<file path="src/include/dqc_pkg.sv">
package dqc_pkg;
  // register offsets (16-bit register index space)
  localparam logic [15:0] ADDR_CONV_PWR     = 16'h001a;
  localparam logic [15:0] ADDR_ENH_PWR      = 16'h0300;
  localparam logic [15:0] ADDR_EQ_SHARE     = 16'h4002;
  localparam logic [15:0] ADDR_ENH_ENABLES  = 16'h4005;
  localparam logic [15:0] ADDR_CLK_CTRL     = 16'h0008;
  localparam logic [15:0] ADDR_RATE_CTRL    = 16'h0009;
  localparam logic [15:0] ADDR_PATH_STATUS  = 16'h000c;
  // equaliser parameter window
  localparam logic [15:0] EQ_PARAM_FIRST    = 16'h4c00;
  localparam logic [15:0] EQ_PARAM_LAST     = 16'h503f;
  // field positions
  localparam int BIT_ENH_ENA    = 0;
  localparam int BIT_DAC_EQ_ENA = 4;
  localparam int BIT_EQ_SHARE   = 7;
  localparam int BIT_LEFT_ENA   = 8;
  localparam int BIT_RIGHT_ENA  = 7;
  localparam int BIT_CLK_GATE   = 0;
  // reset values
  localparam logic [15:0] RST_REG  = 16'h0000;
  localparam logic [3:0]  RST_RATE = 4'h1;
  localparam int SAMPLE_W = 24;
  localparam int DIV_W    = 4;

  typedef struct packed {
    logic [SAMPLE_W-1:0] left;
    logic [SAMPLE_W-1:0] right;
  } dqc_frame_t;

  typedef struct packed {
    logic        left_converter_enable;
    logic        right_converter_enable;
    logic        dac_equaliser_enable;
    logic        dac_eq_coeff_share;
    logic        enhancement_processor_enable;
    logic        system_clock_gate;
  } dqc_ctrl_t;
endpackage : dqc_pkg

</file>
<file path="src/logic/dqc_dac_eq_path_control.sv">
// Added by the designer: the address-and-strobe port.
`timescale 1ns/10ps
// Requirements this block is written to
// host enables processor before any enhancement
// processor enable stays set while enhancements run
// equaliser parameters untouched until processor enabled
// one processor enable serves every enhancement
// equaliser enable bit4 at 4005h, else bypass
// separate per-path equaliser enables and coefficient sets; here one equaliser enable bit serves both paths
// share bit makes both channels use right set
// left converter bit8, right bit7 of 1Ah
// host enables channel converter while it processes
// takes interface samples, interpolates to modulator bits; here samples pass through without interpolation
// per-channel volume, soft mute, mono mix, de-emphasis; here only a disabled channel is zeroed
// converter clock from system clock while gated on
// converter clock rate from rate settings automatically; here the ratio is rate_ctrl as the host writes it, with a written zero taken as 1
// host programs only valid clock ratios
// host should use high-pass with equaliser
// equaliser off passes samples unchanged in order
module dqc_dac_eq_path_control (
  // clock and reset
  input  wire logic             clk,
  input  wire logic             rst,
  // register port
  input  wire logic [15:0]      reg_addr,
  input  wire logic [15:0]      reg_wdata,
  input  wire logic             reg_write,
  input  wire logic             reg_read,
  output logic [15:0]           reg_rdata,
  // samples from the audio interface
  input  wire dqc_pkg::dqc_frame_t in_frame,
  input  wire logic             in_valid,
  output logic                  in_ready,
  // samples toward the modulators
  output dqc_pkg::dqc_frame_t   out_frame,
  output logic                  out_valid,
  input  wire logic             out_ready,
  // converter clock enable and control view
  output logic                  conv_clk_en,
  output dqc_pkg::dqc_ctrl_t    ctrl
);
  import dqc_pkg::*;

  logic [15:0] conv_pwr;
  logic [15:0] enh_pwr;
  logic [15:0] eq_share;
  logic [15:0] enh_enables;
  logic [15:0] clk_ctrl;
  logic [3:0]  rate_ctrl;
  logic [DIV_W-1:0] div_cnt;
  logic [15:0] eq_access_blocked;

  // register access decode
  wire wr_conv  = reg_write && (reg_addr == ADDR_CONV_PWR);
  wire wr_enh   = reg_write && (reg_addr == ADDR_ENH_PWR);
  wire wr_share = reg_write && (reg_addr == ADDR_EQ_SHARE);
  wire wr_ena   = reg_write && (reg_addr == ADDR_ENH_ENABLES);
  wire wr_clk   = reg_write && (reg_addr == ADDR_CLK_CTRL);
  wire wr_rate  = reg_write && (reg_addr == ADDR_RATE_CTRL);
  wire in_eq_window = (reg_addr >= EQ_PARAM_FIRST) && (reg_addr <= EQ_PARAM_LAST);

  // equaliser parameter access only counts while processor is off
  wire eq_touch_bad = (reg_write || reg_read) && in_eq_window && !enh_pwr[BIT_ENH_ENA];

  always_ff @(posedge clk) begin
    if (rst) begin
      conv_pwr    <= RST_REG;
      enh_pwr     <= RST_REG;
      eq_share    <= RST_REG;
      enh_enables <= RST_REG;
      clk_ctrl    <= RST_REG;
    end else begin
      if (wr_conv)  conv_pwr    <= reg_wdata;
      if (wr_enh)   enh_pwr     <= reg_wdata;
      if (wr_share) eq_share    <= reg_wdata;
      if (wr_ena)   enh_enables <= reg_wdata;
      if (wr_clk)   clk_ctrl    <= reg_wdata;
    end
  end

  always_ff @(posedge clk) begin
    if (rst) begin
      rate_ctrl <= RST_RATE;
    end else if (wr_rate) begin
      rate_ctrl <= (reg_wdata[3:0] == 4'h0) ? RST_RATE : reg_wdata[3:0];
    end
  end

  // sticky count of early equaliser parameter accesses, for status
  always_ff @(posedge clk) begin
    if (rst) begin
      eq_access_blocked <= 16'h0000;
    end else if (eq_touch_bad && eq_access_blocked != 16'hffff) begin
      eq_access_blocked <= eq_access_blocked + 16'h0001;
    end
  end

  // read mux, one cycle later; unmapped reads return zero
  logic [15:0] next_rdata;
  always_comb begin
    next_rdata = 16'h0000;
    unique case (reg_addr)
      ADDR_CONV_PWR:    next_rdata = conv_pwr;
      ADDR_ENH_PWR:     next_rdata = enh_pwr;
      ADDR_EQ_SHARE:    next_rdata = eq_share;
      ADDR_ENH_ENABLES: next_rdata = enh_enables;
      ADDR_CLK_CTRL:    next_rdata = clk_ctrl;
      ADDR_RATE_CTRL:   next_rdata = {12'h000, rate_ctrl};
      ADDR_PATH_STATUS: next_rdata = eq_access_blocked;
      default:          next_rdata = 16'h0000;
    endcase
  end

  always_ff @(posedge clk) begin
    if (rst) reg_rdata <= 16'h0000;
    else     reg_rdata <= reg_reads_gate(reg_read, next_rdata);
  end

  function automatic logic [15:0] reg_reads_gate(input logic rd, input logic [15:0] d);
    reg_reads_gate = rd ? d : 16'h0000;
  endfunction : reg_reads_gate

  // control view
  assign ctrl.left_converter_enable        = conv_pwr[BIT_LEFT_ENA];
  assign ctrl.right_converter_enable       = conv_pwr[BIT_RIGHT_ENA];
  assign ctrl.dac_equaliser_enable         = enh_enables[BIT_DAC_EQ_ENA];
  assign ctrl.dac_eq_coeff_share           = eq_share[BIT_EQ_SHARE];
  assign ctrl.enhancement_processor_enable = enh_pwr[BIT_ENH_ENA];
  assign ctrl.system_clock_gate            = clk_ctrl[BIT_CLK_GATE];

  // converter clock enable: divider from system clock, ratio taken from rate_ctrl as written by the host, with a written zero held as 1
  wire [DIV_W-1:0] div_last = rate_ctrl - 4'h1;
  always_ff @(posedge clk) begin
    if (rst || !ctrl.system_clock_gate) div_cnt <= '0;
    else if (div_cnt >= div_last)       div_cnt <= '0;
    else                                div_cnt <= div_cnt + 4'h1;
  end
  assign conv_clk_en = ctrl.system_clock_gate && (div_cnt == '0);

  // two-entry buffer in the sample path
  dqc_frame_t buf_q [2];
  logic       buf_wp;
  logic       buf_rp;
  logic [1:0] buf_cnt;
  wire push = in_valid && in_ready;
  wire pop  = out_valid && out_ready;
  assign in_ready  = (buf_cnt != 2'd2);
  assign out_valid = (buf_cnt != 2'd0);

  // equaliser stage; bypass is bit exact (the filter itself is elsewhere)
  dqc_frame_t eq_frame;
  assign eq_frame = in_frame;

  always_ff @(posedge clk) begin
    if (rst) begin
      buf_wp  <= 1'b0;
      buf_rp  <= 1'b0;
      buf_cnt <= 2'd0;
    end else begin
      if (push) buf_wp <= ~buf_wp;
      if (pop)  buf_rp <= ~buf_rp;
      buf_cnt <= buf_cnt + {1'b0, push} - {1'b0, pop};
    end
  end

  always_ff @(posedge clk) begin
    if (rst) begin
      buf_q[0] <= '0;
      buf_q[1] <= '0;
    end else if (push) begin
      buf_q[buf_wp] <= eq_frame;
    end
  end

  // disabled channels deliver silence
  always_comb begin
    out_frame       = buf_q[buf_rp];
    out_frame.left  = ctrl.left_converter_enable  ? out_frame.left  : '0;
    out_frame.right = ctrl.right_converter_enable ? out_frame.right : '0;
  end

  // checks
  chk_left_enable_bit: assert property (@(posedge clk) disable iff (rst)
    $past(wr_conv) |-> ctrl.left_converter_enable == $past(reg_wdata[8]))
    else $error("left enable not taken from bit 8");

  chk_right_enable_bit: assert property (@(posedge clk) disable iff (rst)
    $past(wr_conv) |-> ctrl.right_converter_enable == $past(reg_wdata[7]))
    else $error("right enable not taken from bit 7");

  chk_eq_enable_bit: assert property (@(posedge clk) disable iff (rst)
    $past(wr_ena) |-> ctrl.dac_equaliser_enable == $past(reg_wdata[4]))
    else $error("equaliser enable not taken from bit 4");

  chk_share_bit: assert property (@(posedge clk) disable iff (rst)
    $past(wr_share) |-> ctrl.dac_eq_coeff_share == $past(reg_wdata[7]))
    else $error("share not taken from bit 7");

  chk_proc_holds: assert property (@(posedge clk) disable iff (rst)
    ctrl.enhancement_processor_enable && !wr_enh |=> ctrl.enhancement_processor_enable)
    else $error("processor enable dropped without write");

  chk_clk_gated: assert property (@(posedge clk) disable iff (rst)
    !ctrl.system_clock_gate |-> !conv_clk_en)
    else $error("converter clock without system clock gate");

  chk_bypass_order: assert property (@(posedge clk) disable iff (rst)
    push && buf_cnt == 2'd0 && !pop |=> buf_q[buf_rp] == $past(in_frame))
    else $error("bypass sample altered");

  chk_read_latency: assert property (@(posedge clk) disable iff (rst)
    reg_read && reg_addr == ADDR_ENH_PWR |=> reg_rdata == $past(enh_pwr))
    else $error("read data not one cycle later");

  // register view checks
  chk_conv_read_back: assert property (@(posedge clk) disable iff (rst)
    reg_read && reg_addr == ADDR_CONV_PWR |=> reg_rdata == $past(conv_pwr))
    else $error("converter power read back wrong");

  chk_share_read_back: assert property (@(posedge clk) disable iff (rst)
    reg_read && reg_addr == ADDR_EQ_SHARE |=> reg_rdata == $past(eq_share))
    else $error("share register read back wrong");

  chk_ena_read_back: assert property (@(posedge clk) disable iff (rst)
    reg_read && reg_addr == ADDR_ENH_ENABLES |=> reg_rdata == $past(enh_enables))
    else $error("enables register read back wrong");

  chk_rdata_idle_zero: assert property (@(posedge clk) disable iff (rst)
    !reg_read |=> reg_rdata == 16'h0000)
    else $error("read data present without read");

  chk_window_read_zero: assert property (@(posedge clk) disable iff (rst)
    reg_read && in_eq_window |=> reg_rdata == 16'h0000)
    else $error("parameter window read not zero");

  chk_early_access_count: assert property (@(posedge clk) disable iff (rst)
    eq_touch_bad && eq_access_blocked != 16'hffff
    |=> eq_access_blocked == $past(eq_access_blocked) + 16'h0001)
    else $error("early parameter access not counted");

  chk_late_access_free: assert property (@(posedge clk) disable iff (rst)
    !eq_touch_bad |=> $stable(eq_access_blocked))
    else $error("access counted without early access");

  chk_count_saturates: assert property (@(posedge clk) disable iff (rst)
    eq_access_blocked == 16'hffff |=> eq_access_blocked == 16'hffff)
    else $error("early access count wrapped");

  chk_proc_enable_bit: assert property (@(posedge clk) disable iff (rst)
    $past(wr_enh) |-> ctrl.enhancement_processor_enable == $past(reg_wdata[0]))
    else $error("processor enable not taken from bit 0");

  chk_eq_hold: assert property (@(posedge clk) disable iff (rst)
    !wr_ena |=> $stable(ctrl.dac_equaliser_enable))
    else $error("equaliser enable changed without write");

  chk_share_hold: assert property (@(posedge clk) disable iff (rst)
    !wr_share |=> $stable(ctrl.dac_eq_coeff_share))
    else $error("share changed without write");

  chk_left_hold: assert property (@(posedge clk) disable iff (rst)
    !wr_conv |=> $stable(ctrl.left_converter_enable))
    else $error("left enable changed without write");

  chk_right_hold: assert property (@(posedge clk) disable iff (rst)
    !wr_conv |=> $stable(ctrl.right_converter_enable))
    else $error("right enable changed without write");

  // converter clock checks
  chk_gate_enable_bit: assert property (@(posedge clk) disable iff (rst)
    $past(wr_clk) |-> ctrl.system_clock_gate == $past(reg_wdata[0]))
    else $error("clock gate not taken from bit 0");

  chk_clk_first_pulse: assert property (@(posedge clk) disable iff (rst)
    $rose(ctrl.system_clock_gate) |-> conv_clk_en)
    else $error("no converter pulse when gate opens");

  chk_rate_never_zero: assert property (@(posedge clk) disable iff (rst)
    rate_ctrl != 4'h0)
    else $error("divide ratio is zero");

  chk_rate_zero_maps: assert property (@(posedge clk) disable iff (rst)
    wr_rate && reg_wdata[3:0] == 4'h0 |=> rate_ctrl == RST_RATE)
    else $error("zero ratio not mapped to one");

  chk_rate_taken: assert property (@(posedge clk) disable iff (rst)
    wr_rate && reg_wdata[3:0] != 4'h0 |=> rate_ctrl == $past(reg_wdata[3:0]))
    else $error("divide ratio not taken");

  chk_div_wraps: assert property (@(posedge clk) disable iff (rst)
    div_cnt >= div_last |=> div_cnt == 4'h0)
    else $error("divider did not wrap");

  // sample path checks
  chk_buf_not_over: assert property (@(posedge clk) disable iff (rst)
    buf_cnt != 2'd3)
    else $error("buffer count beyond two");

  chk_full_refuses: assert property (@(posedge clk) disable iff (rst)
    buf_cnt == 2'd2 && !pop |=> buf_cnt == 2'd2)
    else $error("full buffer changed without pop");

  chk_count_tracks: assert property (@(posedge clk) disable iff (rst)
    push && !pop |=> buf_cnt == $past(buf_cnt) + 2'd1)
    else $error("push not counted");

  chk_pop_frees: assert property (@(posedge clk) disable iff (rst)
    pop && !push |=> buf_cnt == $past(buf_cnt) - 2'd1)
    else $error("pop not counted");

  chk_out_hold_stall: assert property (@(posedge clk) disable iff (rst)
    out_valid && !out_ready |=> out_valid && $stable(buf_q[buf_rp]))
    else $error("stalled sample lost");

  chk_left_passes: assert property (@(posedge clk) disable iff (rst)
    ctrl.left_converter_enable |-> out_frame.left == buf_q[buf_rp].left)
    else $error("left sample altered");

  chk_left_muted: assert property (@(posedge clk) disable iff (rst)
    !ctrl.left_converter_enable |-> out_frame.left == '0)
    else $error("disabled left channel not silent");

  chk_right_muted: assert property (@(posedge clk) disable iff (rst)
    !ctrl.right_converter_enable |-> out_frame.right == '0)
    else $error("disabled right channel not silent");
endmodule : dqc_dac_eq_path_control

</file>
<file path="config.mk">
export PLATFORM = sky130hd
export DESIGN_NAME = dqc_dac_eq_path_control
export DESIGN_NICKNAME = d
export VERILOG_FILES = /design/src/include/dqc_pkg.sv /design/src/logic/dqc_dac_eq_path_control.sv
export SDC_FILE = /design/constraint.sdc
export NUM_CORES = 1
export LEC_CHECK = 0
export ABC_AREA = 1
export BUFFER_PORTS_ARGS = -buffer_cell sky130_fd_sc_hd__clkbuf_2
export CAP_MARGIN = 5
export CORE_ASPECT_RATIO = 1.5
export CORE_UTILIZATION = 59
export CTS_BUF_LIST = sky130_fd_sc_hd__clkbuf_2 sky130_fd_sc_hd__clkbuf_4 sky130_fd_sc_hd__clkbuf_8
export CTS_CLUSTER_DIAMETER = 40
export DETAILED_ROUTE_END_ITERATION = 8
export PLACE_DENSITY = 0.83
export SLEW_MARGIN = 20
export SYNTH_ARGS = -nofsm -noshare
export SYNTH_HDL_FRONTEND = slang
export SYNTH_SLANG_ARGS = --single-unit
</file>
<file path="constraint.sdc">
create_clock -name clk -period 3.79 [get_ports clk]
set_clock_uncertainty 0.05 [all_clocks]
set_input_delay 0.5685 -clock clk [delete_from_list [all_inputs] [get_ports clk]]
set_output_delay 0.5685 -clock clk [all_outputs]
set_load 0.005 [all_outputs]
</file>
==> tab_implementation.tex, run 1 <==
\begin{tabular}{lr}
\hline
Metric & Value \\
\hline
\multicolumn{2}{l}{\textbf{Status}} \\
Status & completed \\
\multicolumn{2}{l}{\textbf{Clock tree}} \\
Number of buffers inserted to repair setup after CTS & 0 \\
Quantity of gates resized following cts & 0 \\
CTS root buffer & sky130\_fd\_sc\_hd\_\_clkbuf\_8 \\
Total clock sinks & 221 \\
CTS tree & done \\
Worst-Skew Late Latency & 560 ps \\
Number of buffers added by the clock tree synthesis step & 31 \\
Maximum count of clock buffers along a single path & 3 \\
Clock slew seen by the registers of the worst setup and hold paths & 70 ps \\
Clock H-tree levels & 1 \\
Number of buffers added to fix hold violations after cts & 0 \\
\multicolumn{2}{l}{\textbf{Cells and area}} \\
Layout overhead on the synthesized area & 14.2\% \\
Layout net count & 1467 \\
Final cell count without fillers & 1606 \\
Commonest cells after routing, fill and taps aside & 269 x sky130\_fd\_sc\_hd\_\_nor2\_1, 158 x sky130\_fd\_sc\_hd\_\_clkbuf\_2, 125 x sky130\_fd\_sc\_hd\_\_dfxtp\_1 \\
Ratio of cells with drive above 1 in the final layout & 0.191 \\
Final standard cell utilization of the core & 0.690 \\
Antenna Cells & 0 \\
Most common library cell in the layout ignoring fill and taps & sky130\_fd\_sc\_hd\_\_nor2\_1 \\
\multicolumn{2}{l}{\textbf{Floorplanning}} \\
Die outline width & 109 um \\
Starting utilization of the core area & 0.604 \\
FP Rows & 58 \\
IO Count & 159 \\
Die Area & 17800 um\^{}2 \\
Die span in y & 163 um \\
Floorplan core area & 16800 um\^{}2 \\
\multicolumn{2}{l}{\textbf{Global routing}} \\
Global-route wire length before repair & 41.3 mm \\
Antenna violations before repair & 0 \\
Overflow left after global routing & 0 \\
Number of global-route vias before repair & 8767 \\
GRT Resource Usage Total & 0.294 \\
Largest net degree at the start of global routing & 49 \\
\multicolumn{2}{l}{\textbf{Placement}} \\
Post-DP HPWL & 17.5 mm \\
Count of buffers inserted at the top-level ports & 158 \\
Routability Congestion & 1.03 \\
DP Worst Slack & 1240 ps \\
Number of placed cells counting well taps & 1548 \\
\multicolumn{2}{l}{\textbf{Critical path}} \\
Worst EP required & 3170 ps \\
Type of destination of the critical path & output port \\
Type of the setup path with the least slack & reg2out \\
Critical path startpoint category & flop \\
Max FO, Critical Path & 26 \\
Slack of the worst reg-to-reg path & 1620 ps \\
Arr. time, crit path & 2260 ps \\
\multicolumn{2}{l}{\textbf{Timing}} \\
Min cycle time layout & 2880 ps \\
Headroom to the max-slew limit & 0.378 \\
Final worst slack & 913 ps \\
Maximum clock rate & 0.348 GHz \\
Total count of max-transition violations in the final report & 0 \\
Actual transition at the worst max-transition pin & 932 ps \\
Setup repair after global routing missed its margin & false \\
Hold Fails Final Rpt & 0 \\
Total negative setup slack & 0 ps \\
Period Utilization, post-route & 0.759 \\
Final setup violation count & 0 \\
\multicolumn{2}{l}{\textbf{Synth}} \\
Post-synthesis area per instance & 8.23 um\^{}2 \\
Portion of the post-synthesis area used by sequential elements & 0.529 \\
Post-synthesis cell area & 10200 um\^{}2 \\
Adder-cell share of the synthesized area & 0.0123 \\
Combinational family with the most area after synthesis & simple AND/OR/NAND/NOR gates \\
Number of synthesized register bits & 221 \\
Count of synthesis-stage warnings from yosys & 0 \\
Number of different library cells in the post-synthesis netlist & 37 \\
Simple-gate share of the synthesized area & 0.247 \\
Synthesized Nets & 1332 \\
Cell count after synthesis & 1236 \\
Area fraction in compound gates after synthesis & 0.116 \\
Synth Area in XOR/XNOR & 0.00947 \\
Share of synthesized area spent on multiplexers & 0 \\
\multicolumn{2}{l}{\textbf{Run}} \\
Max-cap viol count & 0 \\
\multicolumn{2}{l}{\textbf{Routing}} \\
Remaining antenna violation count after routing & 0 \\
Number of search-and-repair iterations in the first detailed-routing pass & 5 \\
Post-DR vias/cell & 5.57 \\
Total wire length after detailed routing & 25.8 mm \\
Avg WL per Cell & 16.1 um \\
DR vias & 8942 \\
DRC errors left & 0 \\
Initial drt markers & 833 \\
\multicolumn{2}{l}{\textbf{Power}} \\
Total design power & 5.14 mW \\
Cell area power density & 442 nW/um\^{}2 \\
Max IR drop VDD & 0.311 mV \\
Reported leakage power & 5.00 nW \\
\multicolumn{2}{l}{\textbf{Min path}} \\
Worst hold-check path type & in2reg \\
\hline
\end{tabular}
## cells in the mapped netlist
master | n | area, um^2
sky130_fd_sc_hd__a21boi_0 | 1 | 7.51
sky130_fd_sc_hd__a21oi_1 | 96 | 480
sky130_fd_sc_hd__a21oi_2 | 4 | 35.0
sky130_fd_sc_hd__a31oi_1 | 1 | 6.26
sky130_fd_sc_hd__and2_1 | 2 | 12.5
sky130_fd_sc_hd__buf_1 | 2 | 7.51
sky130_fd_sc_hd__buf_2 | 17 | 85.1
sky130_fd_sc_hd__buf_4 | 11 | 82.6
sky130_fd_sc_hd__buf_6 | 8 | 90.1
sky130_fd_sc_hd__clkbuf_1 | 35 | 131
sky130_fd_sc_hd__clkinv_1 | 1 | 3.75
sky130_fd_sc_hd__dfxtp_1 | 125 | 2500
sky130_fd_sc_hd__edfxtp_1 | 96 | 2880
sky130_fd_sc_hd__ha_1 | 10 | 125
sky130_fd_sc_hd__inv_1 | 123 | 462
sky130_fd_sc_hd__inv_2 | 4 | 15.0
sky130_fd_sc_hd__nand2_1 | 114 | 428
sky130_fd_sc_hd__nand2_2 | 6 | 37.5
sky130_fd_sc_hd__nand2_4 | 3 | 33.8
sky130_fd_sc_hd__nand3_1 | 106 | 531
sky130_fd_sc_hd__nand3_2 | 2 | 20.0
sky130_fd_sc_hd__nand4_1 | 36 | 225
sky130_fd_sc_hd__nor2_1 | 269 | 1010
sky130_fd_sc_hd__nor2_2 | 6 | 37.5
sky130_fd_sc_hd__nor2_4 | 8 | 90.1
sky130_fd_sc_hd__nor3_1 | 11 | 55.1
sky130_fd_sc_hd__nor3_2 | 1 | 10.0
sky130_fd_sc_hd__nor3_4 | 1 | 16.3
sky130_fd_sc_hd__o211ai_1 | 2 | 15.0
sky130_fd_sc_hd__o21a_1 | 2 | 15.0
sky130_fd_sc_hd__o21ai_0 | 98 | 490
sky130_fd_sc_hd__o21ai_1 | 21 | 105
sky130_fd_sc_hd__o21ai_2 | 1 | 8.76
sky130_fd_sc_hd__o21ai_4 | 1 | 16.3
sky130_fd_sc_hd__or2_2 | 1 | 6.26
sky130_fd_sc_hd__xnor2_1 | 2 | 17.5
sky130_fd_sc_hd__xor2_1 | 9 | 78.8
## worst paths after layout
path	startpoint	end	cells past startpoint
worst min-delay path	reg_wdata[7]	conv_pwr[7]	3
worst max register to register	eq_access_blocked[0]	eq_access_blocked[1]	9
worst max-delay path	flop	out_frame[24]	4
worst min register to register	eq_share[15]	eq_share[15]	2
## flip-flops by register name, indices dropped and copies added, names as in the netlist, named ones only
name	count
rate_ctrl	4
buf_q	96
clk_ctrl	16
eq_access_blocked	16
buf_rp	1
enh_pwr	16
reg_rdata	16
enh_enables	16
conv_pwr	16
eq_share	16
buf_wp	1
buf_cnt	2
div_cnt	4
## layer usage
metal / routed length [um] / global-route usage / vias up
li1: - / - / 4352
met1: 9500 / 0.328 / 4071
met2: 13000 / 0.529 / 430
met3: 2250 / 0.0500 / 89
met4: 1060 / 0.142 / 0
met5: 0 / 0 / -
## layout make-up
class                   count  area [um^2]
clock inverters            12         81.3
inverters                 128          480
flip-flops and latches    221         5390
well taps                 210          263
clock buffers              46          571
fillers                  1336         5220
multi-input cells         814         3920
repair buffers            175          918
## per-stage QoR
step                      hold slack, ps  area [um^2]
after floorplan                      374        10200
after CTS                            243        11600
after detailed placement             386        11000
final                                261        11600
after global routing                 252        11600
after global placement               383        11000
## cells by family (layout without fill, tap and decap cells)
family	Yosys count	in the layout
xor gates and xnor gates	11	11
adders and majority gates	10	10
AOI/OAI and AO/OA	227	227
DFF	221	221
buffers and inverters	201	361
and+or+nand+nor	566	566
## power breakdown
part | internal, mW | switching, mW
clock network | 1.03 | 0.887
registers | 2.65 | 0.0633
logic | 0.137 | 0.363
total | 3.82 | 1.31
## critical path: stages, from the launching register on
cell                       delay, ps
sky130_fd_sc_hd__dfxtp_1         810
sky130_fd_sc_hd__buf_4           390
sky130_fd_sc_hd__o21ai_0         150
sky130_fd_sc_hd__nor2_1          200
sky130_fd_sc_hd__clkbuf_2        140
No activity file was read; power rests on OpenSTA's default activity.
==> inputs of run 2 (changes only) <==
==> constraint.sdc (replaced) <==
create_clock -name clk -period 2.9 [get_ports clk]
set_clock_uncertainty 0.05 [all_clocks]
set_input_delay 0.435 -clock clk [delete_from_list [all_inputs] [get_ports clk]]
set_output_delay 0.435 -clock clk [all_outputs]
set_load 0.005 [all_outputs]
==> run 2 against run 1 <==
Register-to-register slack worse by 830 ps. Cell count up 0.31%. Utilization up 0.79 points. Die area unchanged. Flip-flop and latch count unchanged. Worst setup slack worse by 480 ps. Clock-buffer cell count up 1. Sequential share of layout area down 0.52 points. Power up 36%. Sequential power up 29%. Via count up 0.46%. Routed wire length down 1.7%.
==> tab_implementation.tex, run 2 (same netlist as run 1, synthesis figures left out) <==
\begin{tabular}{lr}
\hline
Metric & Value \\
\hline
\multicolumn{2}{l}{\textbf{Floorplanning}} \\
Starting utilization of the core area & 0.604 \\
Floorplan core area & 16800 um\^{}2 \\
IO Count & 159 \\
Die outline width & 109 um \\
Die Area & 17800 um\^{}2 \\
FP Rows & 58 \\
Die span in y & 163 um \\
\multicolumn{2}{l}{\textbf{Power}} \\
Cell area power density & 595 nW/um\^{}2 \\
Switch share & 0.249 \\
Internal cell power & 5.25 mW \\
Net load switching power & 1.74 mW \\
Logic pwr share & 0.099 \\
Sequential Power Share & 0.504 \\
Max IR drop VDD & 0.512 mV \\
Clock share of power & 0.398 \\
Reported leakage power & 5.08 nW \\
\multicolumn{2}{l}{\textbf{Critical path}} \\
Arr. time, crit path & 1980 ps \\
Slack of the worst reg-to-reg path & 790 ps \\
Slowest stage delay, CP & 880 ps \\
Worst EP required & 2410 ps \\
Cell-by-cell listing of the critical path & o21ai\_0 > nor2\_1 > clkbuf\_2 \\
Critical Path Slowest Stage Cell & sky130\_fd\_sc\_hd\_\_dfxtp\_1 \\
Type of destination of the critical path & output port \\
Type of the setup path with the least slack & reg2out \\
Number of buffer and inverter stages on the critical path & 1 \\
Max FO, Critical Path & 26 \\
Cells on worst reg2reg path & 9 \\
Worst R2R Start & eq\_access\_blocked[0] \\
Kind of cell adding the most delay to the critical path & flip-flops \\
Critical path startpoint category & flop \\
R2r endpoint & eq\_access\_blocked[8] \\
\multicolumn{2}{l}{\textbf{Routing}} \\
Number of search-and-repair iterations in the first detailed-routing pass & 6 \\
Remaining antenna violation count after routing & 0 \\
Avg WL per Cell & 15.8 um \\
Total wire length after detailed routing & 25.4 mm \\
Initial drt markers & 941 \\
DRC errors left & 0 \\
Post-DR vias/cell & 5.58 \\
DR vias & 8983 \\
\multicolumn{2}{l}{\textbf{Clock tree}} \\
Quantity of gates resized following cts & 0 \\
Number of buffers inserted to repair setup after CTS & 0 \\
Number of buffers added by the clock tree synthesis step & 34 \\
Clock slew seen by the registers of the worst setup and hold paths & 70 ps \\
CTS tree & done \\
Number of buffers added to fix hold violations after cts & 0 \\
Total clock sinks & 221 \\
Maximum count of clock buffers along a single path & 3 \\
Clock H-tree levels & 2 \\
Worst-Skew Late Latency & 500 ps \\
CTS root buffer & sky130\_fd\_sc\_hd\_\_clkbuf\_8 \\
\multicolumn{2}{l}{\textbf{Cells and area}} \\
Most common library cell in the layout ignoring fill and taps & sky130\_fd\_sc\_hd\_\_nor2\_1 \\
Final cell count without fillers & 1611 \\
Ratio of cells with drive above 1 in the final layout & 0.197 \\
Layout overhead on the synthesized area & 15.5\% \\
Max reg flops & 96 \\
Largest register by flop count & buf\_q \\
Antenna Cells & 0 \\
Layout net count & 1474 \\
Post-layout instance area & 11800 um\^{}2 \\
Commonest cells after routing, fill and taps aside & 269 x sky130\_fd\_sc\_hd\_\_nor2\_1, 158 x sky130\_fd\_sc\_hd\_\_clkbuf\_2, 125 x sky130\_fd\_sc\_hd\_\_dfxtp\_1 \\
\multicolumn{2}{l}{\textbf{Timing}} \\
Maximum clock rate & 0.406 GHz \\
Min cycle time layout & 2460 ps \\
Total count of max-transition violations in the final report & 0 \\
Actual transition at the worst max-transition pin & 871 ps \\
Headroom to the max-slew limit & 0.419 \\
Final setup violation count & 0 \\
Setup repair after global routing missed its margin & false \\
Total negative setup slack & 0 ps \\
Period Utilization, post-route & 0.849 \\
Final worst slack & 437 ps \\
Hold Fails Final Rpt & 0 \\
\multicolumn{2}{l}{\textbf{Placement}} \\
Number of placed cells counting well taps & 1552 \\
Area after DPL & 11000 um\^{}2 \\
Routability Congestion & 0.972 \\
DP Worst Slack & 705 ps \\
Count of buffers inserted at the top-level ports & 158 \\
Post-DP HPWL & 17.5 mm \\
\multicolumn{2}{l}{\textbf{Status}} \\
Status & completed \\
\multicolumn{2}{l}{\textbf{Min path}} \\
Terminating pin of the worst hold path & enh\_pwr[14] \\
Worst hold-check path type & in2reg \\
Depth of the worst hold-timing path & 3 \\
Startpoint of the most critical hold path & reg\_wdata[14] \\
\multicolumn{2}{l}{\textbf{Global routing}} \\
Antenna violations before repair & 0 \\
Global-route wire length before repair & 40.7 mm \\
Number of global-route vias before repair & 8608 \\
Overflow left after global routing & 0 \\
Largest net degree at the start of global routing & 64 \\
GRT Resource Usage Total & 0.289 \\
\multicolumn{2}{l}{\textbf{Run}} \\
Max-cap viol count & 0 \\
\hline
\end{tabular}
run 2: stage by stage:
stage	utilization	power (mW)	hold slack, ps
2_1_floorplan	-	4.01	374
3_3_place_gp	0.655	4.25	382
3_5_place_dp	0.655	4.28	386
4_1_cts	0.698	7.04	155
5_1_grt	0.698	7.28	190
6_report	0.698	7.00	178
run 2: how the worst max path moves through the flow:
stage | cells past startpoint | to | from | slack (ps)
2_1_floorplan | 5 | buf_q[1][0] | rst | 180
3_3_place_gp | 10 | eq_access_blocked[1] | reg_addr[14] | 730
3_5_place_dp | 10 | enh_pwr[8] | reg_addr[1] | 710
4_1_cts | 3 | out_frame[11] | conv_pwr[7] | 380
5_1_grt | 3 | out_frame[11] | conv_pwr[7] | 250
6_report | 3 | out_frame[31] | conv_pwr[8] | 440
run 2: layout make-up:
| cell class | count | area [um^2] |
|---|---|---|
| Inverter | 128 | 480 |
| Timing Repair Buffer | 179 | 973 |
| Clock inverter | 12 | 139 |
| Fill cell | 1326 | 5090 |
| Multi-Input combinational cell | 814 | 3920 |
| Sequential cell | 221 | 5390 |
| Tap cell | 210 | 263 |
| Clock buffer | 47 | 591 |
run 2: layer usage:
layer	GRT usage	wire [um]
met3	0.0516	1930
met1	0.337	9610
met2	0.504	12800
met5	0	0
met4	0.140	1050
run 2: worst min-delay path: cells and delay by family:
kind / cells / cell delay, ps
buffers and inverters: 2 / 190
AO/OA/AOI/OAI: 1 / 50
run 2: power by group through the flow:
| stage | logic (mW) | registers, mW | clock network, mW |
|---|---|---|---|
| after floorplan | 0.430 | 3.58 | 0 |
| after global placement | 0.669 | 3.58 | 0 |
| after detailed placement | 0.690 | 3.59 | 0 |
| after CTS | 0.693 | 3.53 | 2.82 |
| after global routing | 0.783 | 3.54 | 2.96 |
| final | 0.691 | 3.52 | 2.78 |
==> inputs of run 3 (changes only) <==
--- a/config.mk
+++ b/config.mk
@@ -9,11 +9,11 @@
 export BUFFER_PORTS_ARGS = -buffer_cell sky130_fd_sc_hd__clkbuf_2
 export CAP_MARGIN = 5
 export CORE_ASPECT_RATIO = 1.5
-export CORE_UTILIZATION = 59
+export CORE_UTILIZATION = 53
 export CTS_BUF_LIST = sky130_fd_sc_hd__clkbuf_2 sky130_fd_sc_hd__clkbuf_4 sky130_fd_sc_hd__clkbuf_8
 export CTS_CLUSTER_DIAMETER = 40
 export DETAILED_ROUTE_END_ITERATION = 8
-export PLACE_DENSITY = 0.83
+export PLACE_DENSITY = 0.78
 export SLEW_MARGIN = 20
 export SYNTH_ARGS = -nofsm -noshare
 export SYNTH_HDL_FRONTEND = slang
==> constraint.sdc (replaced) <==
create_clock -name clk -period 2.1 [get_ports clk]
set_clock_uncertainty 0.05 [all_clocks]
set_input_delay 0.315 -clock clk [delete_from_list [all_inputs] [get_ports clk]]
set_output_delay 0.315 -clock clk [all_outputs]
set_load 0.005 [all_outputs]
==> run 3 against run 2 <==
Sequential share of layout area is 0.81 points lower. Worst setup slack worse by 300 ps. Via count shrank 0.71%. Clock power is 28% higher. Routed wire length grew 1.1%. First-iteration DRC count fell by 33%. Design area grew 1.8%. Utilization decreased by 5.8 points. Register-to-register slack got worse by 490 ps. Die area up 11%. Clock-buffer cell count is 1 higher. Critical path type unchanged. Highest routed layer unchanged.
==> tab_implementation.tex, run 3 (same netlist as run 1, synthesis figures left out) <==
\begin{tabular}{lr}
\hline
Metric & Value \\
\hline
\multicolumn{2}{l}{\textbf{Global routing}} \\
Largest net degree at the start of global routing & 69 \\
Global-route wire length before repair & 40.5 mm \\
Number of global-route vias before repair & 8387 \\
Overflow left after global routing & 0 \\
Antenna violations before repair & 0 \\
GRT Resource Usage Total & 0.261 \\
\multicolumn{2}{l}{\textbf{Clock tree}} \\
CTS tree & done \\
Number of buffers added to fix hold violations after cts & 0 \\
Clock slew seen by the registers of the worst setup and hold paths & 60 ps \\
Number of buffers inserted to repair setup after CTS & 0 \\
Quantity of gates resized following cts & 0 \\
Maximum count of clock buffers along a single path & 3 \\
Clock H-tree levels & 2 \\
Worst-Skew Late Latency & 510 ps \\
Number of buffers added by the clock tree synthesis step & 34 \\
CTS root buffer & sky130\_fd\_sc\_hd\_\_clkbuf\_8 \\
Total clock sinks & 221 \\
\multicolumn{2}{l}{\textbf{Floorplanning}} \\
Die Area & 19800 um\^{}2 \\
Die outline width & 115 um \\
IO Count & 159 \\
Starting utilization of the core area & 0.544 \\
FP Rows & 61 \\
Floorplan core area & 18700 um\^{}2 \\
Die span in y & 172 um \\
\multicolumn{2}{l}{\textbf{Cells and area}} \\
Final cell count without fillers & 1672 \\
Max reg flops & 96 \\
Fill count & 1568 \\
Layout overhead on the synthesized area & 17.6\% \\
Final standard cell utilization of the core & 0.640 \\
Ratio of cells with drive above 1 in the final layout & 0.206 \\
Post-layout instance area & 12000 um\^{}2 \\
Most common library cell in the layout ignoring fill and taps & sky130\_fd\_sc\_hd\_\_nor2\_1 \\
Layout net count & 1493 \\
Largest register by flop count & buf\_q \\
Antenna Cells & 0 \\
Commonest cells after routing, fill and taps aside & 269 x sky130\_fd\_sc\_hd\_\_nor2\_1, 158 x sky130\_fd\_sc\_hd\_\_clkbuf\_2, 125 x sky130\_fd\_sc\_hd\_\_dfxtp\_1 \\
\multicolumn{2}{l}{\textbf{Critical path}} \\
Max FO, Critical Path & 25 \\
Setup crit start & conv\_pwr[8] \\
Worst R2R Start & buf\_cnt[1] \\
Type of destination of the critical path & output port \\
Worst EP required & 1740 ps \\
Arr. time, crit path & 1600 ps \\
Critical path startpoint category & flop \\
Type of the setup path with the least slack & reg2out \\
\multicolumn{2}{l}{\textbf{Routing}} \\
DR vias & 8919 \\
Avg WL per Cell & 15.3 um \\
Number of search-and-repair iterations in the first detailed-routing pass & 5 \\
Remaining antenna violation count after routing & 0 \\
Post-DR vias/cell & 5.33 \\
Initial drt markers & 632 \\
Total wire length after detailed routing & 25.7 mm \\
DRC errors left & 0 \\
\multicolumn{2}{l}{\textbf{Placement}} \\
Routability Congestion & 0.929 \\
Area after DPL & 11300 um\^{}2 \\
Number of placed cells counting well taps & 1613 \\
Count of buffers inserted at the top-level ports & 158 \\
Post-DP HPWL & 17.6 mm \\
\multicolumn{2}{l}{\textbf{Power}} \\
Max IR drop VDD & 0.390 mV \\
Cell area power density & 786 nW/um\^{}2 \\
Reported leakage power & 5.17 nW \\
\multicolumn{2}{l}{\textbf{Timing}} \\
Final setup violation count & 0 \\
Total count of max-transition violations in the final report & 0 \\
Min cycle time layout & 1960 ps \\
Total negative setup slack & 0 ps \\
Hold Fails Final Rpt & 0 \\
Period Utilization, post-route & 0.935 \\
Setup repair after global routing missed its margin & false \\
Headroom to the max-slew limit & 0.572 \\
Actual transition at the worst max-transition pin & 643 ps \\
Maximum clock rate & 0.510 GHz \\
\multicolumn{2}{l}{\textbf{Min path}} \\
Worst hold-check path type & in2reg \\
Startpoint of the most critical hold path & reg\_wdata[15] \\
\multicolumn{2}{l}{\textbf{Status}} \\
Status & completed \\
\multicolumn{2}{l}{\textbf{Run}} \\
Max-cap viol count & 0 \\
\hline
\end{tabular}
## run 3: worst max-delay path: stages (launching register included)
cell	delay (ps)
sky130_fd_sc_hd__dfxtp_1	370
sky130_fd_sc_hd__buf_4	290
sky130_fd_sc_hd__o21ai_0	140
sky130_fd_sc_hd__nor2_1	140
sky130_fd_sc_hd__clkbuf_2	130
## run 3: per-layer routing
layer,global-route usage,vias to the layer above,share of wire
met5,0,-,0
met4,0.131,0,0.042
met3,0.0462,85,0.062
met2,0.466,332,0.50
met1,0.296,4097,0.39
li1,-,4405,-
## run 3: through the flow
stage                     hold WS (ps)  power (mW)  setup WS, ps
after floorplan                    374        5.53           105
after global placement             382        5.90          35.9
after detailed placement           388        5.93         -25.6
after CTS                         26.3        9.48          84.1
after global routing              41.8        9.79          27.5
final                             51.1        9.40           137
## run 3: area by class of cell
| class | instances | area, um^2 | share of cell area |
|---|---|---|---|
| Sequential cell | 221 | 5390 | 0.450 |
| Multi-Input combinational cell | 814 | 3930 | 0.328 |
| Timing Repair Buffer | 198 | 1180 | 0.0988 |
| Clock buffer | 48 | 592 | 0.0495 |
| Inverter | 128 | 480 | 0.0402 |
| Tap cell | 252 | 315 | 0.0264 |
| Clock inverter | 11 | 78.8 | 0.00659 |
## run 3: power breakdown
part | internal, mW | total, mW | switching [mW]
Combinational | 0.296 | 0.989 | 0.693
Clock | 1.94 | 3.55 | 1.61
Sequential | 4.79 | 4.86 | 0.0711
## run 3: worst paths after layout
check	to	slack, ps	cells past startpoint
setup / recovery	out_frame[45]	140	4
hold / removal	conv_pwr[15]	50	3
hold reg to reg	enh_enables[13]	400	2
setup reg to reg	buf_cnt[1]	300	9
